==> src/hw/tbs_pkg.sv <==
// Package with constants and types for the thermal and boot supervisor
package tbs_pkg;

  // Configuration resistor index width and the reserved update index
  localparam int unsigned CFG_INDEX_W      = 4;
  localparam logic [3:0]  CFG_INDEX_UPDATE = 4'h8;

  // Number of temperature policy levels
  localparam int unsigned TEMP_LEVELS = 3;

  // Reset values of the outputs
  localparam logic        RST_OFF = 1'b0;

  // Boot sequencer states
  typedef enum logic [2:0] {
    TBS_SHUTDOWN,
    TBS_MEASURE,
    TBS_LOAD,
    TBS_READY,
    TBS_FALLBACK,
    TBS_UPDATE
  } tbs_state_e;

endpackage : tbs_pkg

==> src/hw/tbs_supervisor.sv <==
// Thermal and boot supervisor: mode control, boot sequencing, thermal action
// Notes on behaviour
// - Enable pin below off level holds shutdown
// - Active only with enable and supply good
// - Measure config resistor index before loading
// - Successful load makes device ready, configured
// - Load failure leaves only first port enabled
// - Index eight selects update mode
// - ORed regulator sensors disable regulator, recover
// - Port A cable-power overtemp opens switch, recover
// - Port B overtemp acts only on dual-port
// - Discharge overtemp opens switch, conditional reclose
// - Master regulator overtemp disables, resets processor
// - Three temperature levels give policy responses
// - Enable above operate threshold starts startup
`timescale 1ns/1ps
module tbs_supervisor #(
  parameter bit DUAL_PORT = 1'b1
) (
  // Clock, reset, enable
  input  wire logic                           clk_in,
  input  wire logic                           rst_n_in,
  input  wire logic                           clk_en_in,
  // Comparator inputs (asynchronous)
  input  wire logic                           enable_operate_in,
  input  wire logic                           supply_lockout_ok_in,
  input  wire logic [tbs_pkg::TEMP_LEVELS-1:0] temp_level_in,
  // Thermal sensors (asynchronous)
  input  wire logic [1:0]                     regulator_switch_overtemp_in,
  input  wire logic                           port_a_cable_power_overtemp_in,
  input  wire logic                           port_b_cable_power_overtemp_in,
  input  wire logic                           port_a_discharge_overtemp_in,
  input  wire logic                           master_regulator_overtemp_in,
  // Discharge control from firmware
  input  wire logic                           discharge_request_in,
  input  wire logic                           bus_above_discharge_in,
  // Boot interface
  input  wire logic                           measure_done_in,
  input  wire logic [tbs_pkg::CFG_INDEX_W-1:0] config_index_in,
  input  wire logic                           load_done_in,
  input  wire logic                           load_error_in,
  // Mode and processor outputs
  output logic                                active_out,
  output logic                                processor_run_out,
  output logic                                measure_start_out,
  output logic                                load_start_out,
  output logic                                ready_out,
  output logic                                update_mode_out,
  output logic [tbs_pkg::CFG_INDEX_W-1:0]      config_index_out,
  output logic                                port_a_enable_out,
  output logic                                port_b_enable_out,
  // Switch, recovery and temperature policy outputs
  output logic                                regulator_enable_out,
  output logic                                port_a_cable_power_enable_out,
  output logic                                port_b_cable_power_enable_out,
  output logic                                port_a_discharge_enable_out,
  output logic                                error_recovery_out,
  output logic [tbs_pkg::TEMP_LEVELS-1:0]      temp_policy_out
);
  import tbs_pkg::*;

  // Eight single sensor and comparator bits plus the temperature levels
  localparam int unsigned NSYNC = 8 + TEMP_LEVELS;

  // Synchroniser stages; stage one is read only by stage two
  logic [NSYNC-1:0] sync1, sync2, next_sync1, next_sync2;
  logic [NSYNC-1:0] raw;

  always_comb begin
    raw = {temp_level_in, regulator_switch_overtemp_in,
           port_a_cable_power_overtemp_in, port_b_cable_power_overtemp_in,
           port_a_discharge_overtemp_in, master_regulator_overtemp_in,
           enable_operate_in, supply_lockout_ok_in};
    next_sync1 = raw;
    next_sync2 = sync1;
  end

  always_ff @(posedge clk_in or negedge rst_n_in) begin
    if (!rst_n_in) begin
      sync1 <= '0;
      sync2 <= '0;
    end else if (clk_en_in) begin
      sync1 <= next_sync1;
      sync2 <= next_sync2;
    end
  end

  // Named views of the synchronised inputs
  logic       s_sup, s_en, s_master, s_dis, s_pb, s_pa, s_reg;
  logic [TEMP_LEVELS-1:0] s_temp;
  always_comb begin
    s_sup    = sync2[0];
    s_en     = sync2[1];
    s_master = sync2[2];
    s_dis    = sync2[3];
    s_pb     = sync2[4] & DUAL_PORT;
    s_pa     = sync2[5];
    s_reg    = sync2[6] | sync2[7];
    s_temp   = sync2[NSYNC-1:8];
  end

  // Power good: enable pin above operate level, supply above lockout,
  // and no master overtemp. Enable hysteresis lives in the comparator.
  logic power_good;
  always_comb begin
    power_good = s_en & s_sup & ~s_master;
  end

  // Boot sequencer
  tbs_state_e state, next_state;
  logic [CFG_INDEX_W-1:0] index_q, next_index;

  always_comb begin
    next_state = state;
    next_index = index_q;
    if (!power_good) begin
      next_state = TBS_SHUTDOWN;
    end else begin
      unique case (state)
        TBS_SHUTDOWN: next_state = TBS_MEASURE;
        TBS_MEASURE: begin
          if (measure_done_in) begin
            next_index = config_index_in;
            if (config_index_in == CFG_INDEX_UPDATE) begin
              next_state = TBS_UPDATE;
            end else begin
              next_state = TBS_LOAD;
            end
          end
        end
        TBS_LOAD: begin
          if (load_error_in) begin
            next_state = TBS_FALLBACK;
          end else if (load_done_in) begin
            next_state = TBS_READY;
          end
        end
        TBS_READY:    next_state = TBS_READY;
        TBS_FALLBACK: next_state = TBS_FALLBACK;
        TBS_UPDATE:   next_state = TBS_UPDATE;
      endcase
    end
  end

  always_ff @(posedge clk_in or negedge rst_n_in) begin
    if (!rst_n_in) begin
      state   <= TBS_SHUTDOWN;
      index_q <= '0;
    end else if (clk_en_in) begin
      state   <= next_state;
      index_q <= next_index;
    end
  end

  // Output registers
  logic       prev_reg, prev_pa, prev_pb;
  logic       next_prev_reg, next_prev_pa, next_prev_pb;
  logic       next_active, next_run, next_meas, next_load, next_ready;
  logic       next_upd, next_pa_en, next_pb_en, next_reg_en, next_pa_vc;
  logic       next_pb_vc, next_dis_en, next_recov;
  logic [TEMP_LEVELS-1:0] next_policy;

  always_comb begin
    next_prev_reg = s_reg;
    next_prev_pa  = s_pa;
    next_prev_pb  = s_pb;
    next_active   = (next_state != TBS_SHUTDOWN);
    next_run      = next_active;
    next_meas     = (next_state == TBS_MEASURE);
    next_load     = (next_state == TBS_LOAD);
    next_ready    = (next_state == TBS_READY);
    next_upd      = (next_state == TBS_UPDATE);
    next_pa_en    = next_ready | next_upd |
                    (next_state == TBS_FALLBACK);
    next_pb_en    = next_ready & DUAL_PORT;
    next_reg_en   = next_active & ~s_reg;
    next_pa_vc    = next_pa_en & ~s_pa;
    next_pb_vc    = next_pb_en & ~s_pb;
    // Reclose only when cool and bus still above firmware threshold
    next_dis_en   = next_active & discharge_request_in &
                    ~s_dis & bus_above_discharge_in;
    // One pulse per fault onset; a held fault does not repeat it. An onset
    // in the cycle right after a pulse is already covered by that recovery,
    // so it is merged instead of stretching the pulse to two cycles.
    next_recov    = next_active & ~error_recovery_out &
                    ((s_reg & ~prev_reg) | (s_pa & ~prev_pa) |
                     (s_pb & ~prev_pb));
    next_policy   = next_active ? s_temp : '0;
  end

  always_ff @(posedge clk_in or negedge rst_n_in) begin
    if (!rst_n_in) begin
      prev_reg                      <= RST_OFF;
      prev_pa                       <= RST_OFF;
      prev_pb                       <= RST_OFF;
      active_out                    <= RST_OFF;
      processor_run_out             <= RST_OFF;
      measure_start_out             <= RST_OFF;
      load_start_out                <= RST_OFF;
      ready_out                     <= RST_OFF;
      update_mode_out               <= RST_OFF;
      config_index_out              <= '0;
      port_a_enable_out             <= RST_OFF;
      port_b_enable_out             <= RST_OFF;
      regulator_enable_out          <= RST_OFF;
      port_a_cable_power_enable_out <= RST_OFF;
      port_b_cable_power_enable_out <= RST_OFF;
      port_a_discharge_enable_out   <= RST_OFF;
      error_recovery_out            <= RST_OFF;
      temp_policy_out               <= '0;
    end else if (clk_en_in) begin
      prev_reg                      <= next_prev_reg;
      prev_pa                       <= next_prev_pa;
      prev_pb                       <= next_prev_pb;
      active_out                    <= next_active;
      processor_run_out             <= next_run;
      measure_start_out             <= next_meas;
      load_start_out                <= next_load;
      ready_out                     <= next_ready;
      update_mode_out               <= next_upd;
      config_index_out              <= next_index;
      port_a_enable_out             <= next_pa_en;
      port_b_enable_out             <= next_pb_en;
      regulator_enable_out          <= next_reg_en;
      port_a_cable_power_enable_out <= next_pa_vc;
      port_b_cable_power_enable_out <= next_pb_vc;
      port_a_discharge_enable_out   <= next_dis_en;
      error_recovery_out            <= next_recov;
      temp_policy_out               <= next_policy;
    end
  end

endmodule : tbs_supervisor

==> config.mk <==
export PLATFORM = sky130hd
export DESIGN_NAME = tbs_supervisor
export DESIGN_NICKNAME = d
export VERILOG_FILES = /design/src/hw/tbs_pkg.sv /design/src/hw/tbs_supervisor.sv
export SDC_FILE = /design/constraint.sdc
export NUM_CORES = 1
export LEC_CHECK = 0
export BUFFER_PORTS_ARGS = -buffer_cell sky130_fd_sc_hd__buf_2
export CELL_PAD_IN_SITES_DETAIL_PLACEMENT = 1
export CELL_PAD_IN_SITES_GLOBAL_PLACEMENT = 1
export CORE_AREA = 8 8 82 84
export DETAILED_ROUTE_END_ITERATION = 16
export DIE_AREA = 0 0 90 92
export GPL_TIMING_DRIVEN = 0
export PLACE_DENSITY = 0.7
export REMOVE_ABC_BUFFERS = 1
export SLEW_MARGIN = 20
export SYNTH_ARGS = -nofsm -noshare
export SYNTH_HDL_FRONTEND = slang
export SYNTH_SLANG_ARGS = --single-unit
==> constraint.sdc <==
create_clock -name clk_in -period 1.7 [get_ports clk_in]
set_clock_uncertainty 0.05 [all_clocks]
set_input_delay 0 -clock clk_in [delete_from_list [all_inputs] [get_ports clk_in]]
set_output_delay 0 -clock clk_in [all_outputs]
set_load 0.05 [all_outputs]
-- Word level (Yosys, flattened, before mapping)
Index checks and enable logic that the tools add are counted.
- equal/unequal tests: 11
- multiplexer cells: 10
- bitwise gates (word level): 27
- reduce and logical (&&, ||, !) cells: 3
- operators by type and width (operator ; count):
    two-way mux 3 bit ; 6
    one-hot mux 3 bit (6 select lines) ; 1
    AND 1 bit ; 13
    == test 3 x 2 -> 1 bit (second input constant) ; 4
    == test 3 bit (second input constant) ; 4
    two-way mux 4 bit ; 3
    inverter 1 bit ; 9
    == test 3 x 1 -> 1 bit (second input constant) ; 2
    OR 1 bit ; 5
    == test 4 bit (second input constant) ; 1
    AND reduction 4 bit ; 1
    zero test 3 bit ; 1
    nonzero test 3 bit ; 1
- flip-flop bits (word level): 46
- output and inout bits: 20
- word-level logic and storage cells: 70

-- Depth between registers and ports, before layout
- word-level depth: 9
- gate-level depth with buffers: 5
- depth with buffers taken out: 4

-- Worst setup path before layout
Ideal clock, no wire load.
- path kind: register -> register
- start: register state[1]
- end: register update_mode_out
- arrival time: 1448 ps
- slack: 101 ps
- stages on the path, launching flop included: 6
- buffers on the path: 1
- clock period less this slack: 1599 ps
- cells stage by stage: dfrtp_1 buf_4 nor4bb_1 a221o_2 nand3_1 o32ai_1
- word-level cells in the longest chain between the ends: 5
- ends and longest elaborated chain (element ; line ; RTL):
    start: declaration ; tbs_supervisor.sv:110 ; tbs_state_e state, next_state;
    start signal: assignment ; tbs_supervisor.sv:150 ; state <= next_state;
    two-way mux 3 bit ; tbs_supervisor.sv:134 ; end else if (load_done_in) begin
    two-way mux 3 bit ; tbs_supervisor.sv:132 ; if (load_error_in) begin
    one-hot mux 3 bit (6 select lines) (*) ; tbs_supervisor.sv:119 ; unique case (state)
    two-way mux 3 bit (*) ; tbs_supervisor.sv:116 ; if (!power_good) begin
    == test 3 bit (*) ; tbs_supervisor.sv:172 ; next_upd = (next_state == TBS_UPDATE);
    end signal: assignment ; tbs_supervisor.sv:220 ; update_mode_out <= next_upd;
    end: declaration ; tbs_supervisor.sv:48 ; output logic update_mode_out,
Mark *: on every way between the ends. The rest lies on a longest branch, timed or not.
A chain may end at the register's enable or synchronous reset.

-- Final worst setup path
- start: register state[1]
- end: register port_a_cable_power_enable_out
- word-level cells in the longest chain between the ends: 8
- ends and longest elaborated chain (element ; line ; RTL):
    two-way mux 3 bit ; tbs_supervisor.sv:134 ;
    two-way mux 3 bit ; tbs_supervisor.sv:132 ;
    one-hot mux 3 bit (6 select lines) (*) ; tbs_supervisor.sv:119 ;
    two-way mux 3 bit (*) ; tbs_supervisor.sv:116 ;
    == test 3 x 2 -> 1 bit / == test 3 bit (equally long branches) ; tbs_supervisor.sv:171, tbs_supervisor.sv:172 ;
    OR 1 bit ; tbs_supervisor.sv:173 ; next_pa_en = next_ready | next_upd |
    OR 1 bit (*) ; tbs_supervisor.sv:173 ;
    AND 1 bit (*) ; tbs_supervisor.sv:177 ; next_pa_vc = next_pa_en & ~s_pa;
    end signal: assignment ; tbs_supervisor.sv:225 ; port_a_cable_power_enable_out <= next_pa_vc;
    end: declaration ; tbs_supervisor.sv:54 ; output logic port_a_cable_power_enable_out,
Marked as above.

==> flow_metrics.py <==
metrics = {
    "synthesis": {
        "synth_area_um2": 1980,
        "synth_area_per_cell_um2": 12.8,
        "yosysTopAreaCell": "dfrtp_1",
        "synth_top_area_share_pct": 58.2,
        "ys_ff_latch": 46,
        "yosysMostFrequentCell": "dfrtp_1",
        "synthArstFlopShare_pct": 100,
        "ys_types": 37,
        "ys_warn_count": 0,
        "yosys-top-cells-area": "dfrtp_1 (58%), mux2_2 (14%), o21ai_0 (2.3%)",
        "ys_seq_area_share_pct": 58.2,
        "synth_commonest_cells": "dfrtp_1 (46), mux2_2 (25), inv_1 (12), nand2_1 (10), o21ai_0 (9)",
        "synth_edf_count": 0,
        "yosys_most_used_dff": "dfrtp_1",
        "postSynthCellCount": 155,
    },
    "setup_path": {
        "cp.arrival_ns": 1.86,
        "path_class": "reg -> reg",
        "path_depth": 5,
        "required_ns": 1.88,
        "endpoint_kind": "flop",
        "worstPathCellList": "buf_6, buf_6, a32o_2, or4_4, o21ai_2",
        "r2r-end": "port_a_cable_power_enable_out",
        "path_buf_inv": 2,
        "r2r_slack_ns": 0.02,
        "crit_path_top_delay_cell": "dfrtp_2",
        "ff2ff_path_depth": 5,
        "r2r-start": "state[1]",
        "cp_top_family": "flip-flops",
        "startpoint_type": "flop",
        "max_stage_delay_ns": 0.47,
        "cp_max_fo": 7,
        "crit_top_cell": "buf_6",
    },
    "die": {
        "row_count": 27,
        "die_area_um2": 8280,
        "io_pins": 43,
        "die_x_um": 90,
        "die_h_um": 92,
        "start_util_pct": 36.6,
        "core_um2": 5410,
    },
    "status": {
        "outcome": "completed",
    },
    "timing": {
        "hold_viol": 0,
        "fmax_mhz": 596,
        "finalCritPeriodShare_pct": 98.8,
        "worst_slew_pin_slew_ns": 0.581,
        "rsz0062_at_grt": "yes",
        "drv_slew": 0,
        "finalSetupViolations": 0,
        "layout_setup_ws_ns": 0.0209,
        "fin_crit_ns": 1.68,
        "slew_headroom_pct": 61.3,
    },
    "clock_network": {
        "tritoncts": "built",
        "cts_buffers": 5,
        "clockBufferDepth": 2,
        "clkLatencyLatePin_ns": 0.30,
        "htree_levels": 2,
        "cts_root_buf": "clkbuf_8",
        "cts.sinks": 46,
        "clk_pin_slew_worst_paths_ns": 0.09,
    },
    "final_layout": {
        "nFillCells": 591,
        "layout-area-overhead-vs-synth_pct": 33.2,
        "drive_above_1_share_pct": 47.1,
        "finalNetCount": 245,
        "n_antenna_cell": 0,
        "final_cell_count_no_fill": 295,
    },
    "power_and_ir_drop": {
        "vdd.ir_drop.worst_mv": 0.459,
        "power_density_nw_per_um2": 934,
        "leakage_nw": 1.21,
    },
    "route": {
        "drc": 0,
        "dr.pass1.iters": 4,
        "avgViaCountPerCell": 5.01,
        "vias": 1479,
        "wl_um": 4810,
        "drtIter0Drc": 84,
        "routedWlPerCell_um": 16.3,
        "drtAntennaViolNets": 0,
    },
    "flow_run": {
        "maxCapViolations": 0,
    },
    "min_path": {
        "holdPathEnd": "temp_policy_out[0]",
        "hold_class": "in -> reg",
        "hold_depth": 3,
        "min_from": "clk_en_in",
    },
    "placed_design": {
        "dp.cells": 260,
        "gp_congestion": 0.741,
        "dp_hpwl_um": 3140,
        "portBuffers": 42,
        "pre_cts_slack_ns": -0.465,
    },
    "global_route": {
        "grt-ovfl-total": 0,
        "grt_first_pass_wirelength_um": 7950,
        "antenna_found_initial": 0,
        "grt_usage_pct": 11.8,
        "grt_pass1_vias": 1593,
        "grt_max_degree": 47,
    },
}
-- placed cells by master, fill, tap and decap left out, types with 2 or more instances in the layout --
| cell type | count |
|---|---|
| nand4b_1 | 2 |
| o21ai_0 | 9 |
| dlygate4sd3_1 | 18 |
| nand2_1 | 10 |
| dfrtp_1 | 43 |
| dfrtp_2 | 3 |
| o22ai_1 | 2 |
| a221oi_1 | 2 |
| buf_6 | 2 |
| o2bb2ai_1 | 5 |
| buf_2 | 40 |
| nor2_1 | 3 |
| clkbuf_8 | 6 |
| or2b_2 | 2 |
| mux2_2 | 25 |
| buf_4 | 9 |
| o32ai_2 | 3 |
| inv_1 | 12 |
-- per-layer routing --
metal	share of wire [%]	GRT usage, %
met2	50	19.6
met5	0	0
met3	4.9	3.91
met1	44	13.8
met4	1.4	4.99
-- how the worst max path moves through the flow --
| stage | from | endpoint |
|---|---|---|
| 2_1_floorplan | state[2] | update_mode_out |
| 4_1_cts | state[2] | update_mode_out |
| 5_1_grt | state[0] | measure_start_out |
| 3_3_place_gp | clk_en_in | port_a_cable_power_enable_out |
| 6_report | state[1] | port_a_cable_power_enable_out |
| 3_5_place_dp | clk_en_in | port_a_cable_power_enable_out |
-- layout make-up --
| type | count | area (um2) | area share, % |
|---|---|---|---|
| Tap cell | 72 | 90.1 | 3.42 |
| Inverter | 12 | 45.0 | 1.71 |
| Sequential cell | 46 | 1150 | 43.8 |
| Timing Repair Buffer | 69 | 470 | 17.8 |
| Clock inverter | 1 | 8.76 | 0.332 |
| Clock buffer | 7 | 86.3 | 3.27 |
| Multi-Input combinational cell | 88 | 781 | 29.6 |
-- worst register-to-register path: cells and delay by family, from the launching register on --
family / cells / cell delay (ns)
flops: 1 / 0.47
compound gates: 2 / 0.39
simple gates: 1 / 0.45
buf+inv: 2 / 0.26
-- stage by stage --
stage	TNS [ns]	power (mW)	util (%)	hold WS (ns)	cell area [um2]
final	0	2.46	48.8	0.130	2640
after global routing	-0.0661	2.58	48.8	0.162	2640
after CTS	-0.0209	2.48	46.6	-0.0979	2520
after detailed placement	-3.48	1.72	41.0	0.186	2220
after global placement	-3.27	1.70	41.0	0.182	2220
after floorplan	0	1.56	-	-0.346	1920
-- logic make-up after synthesis --
| kind of cell | synth area share (%) |
|---|---|
| flops | 58.2 |
| compound gates | 12.5 |
| simple gates | 9.67 |
| mux | 14.2 |
| buf+inv | 5.44 |
-- report_power, final --
group          switching [mW]  leakage, nW  internal (mW)
sequential             0.0667        0.578           1.20
combinational           0.283        0.586          0.197
clock                   0.375       0.0489          0.336
total                   0.725         1.21           1.74
-- timing repair --
action	in CTS	in global routing
pin swaps	0	1
setup buffers	2	7
hold buffers	17	1
endpoints found under the setup margin	11	5
endpoints found under the hold margin	62	1
resized for setup	5	14
Power figures use the tool's default switching activity.
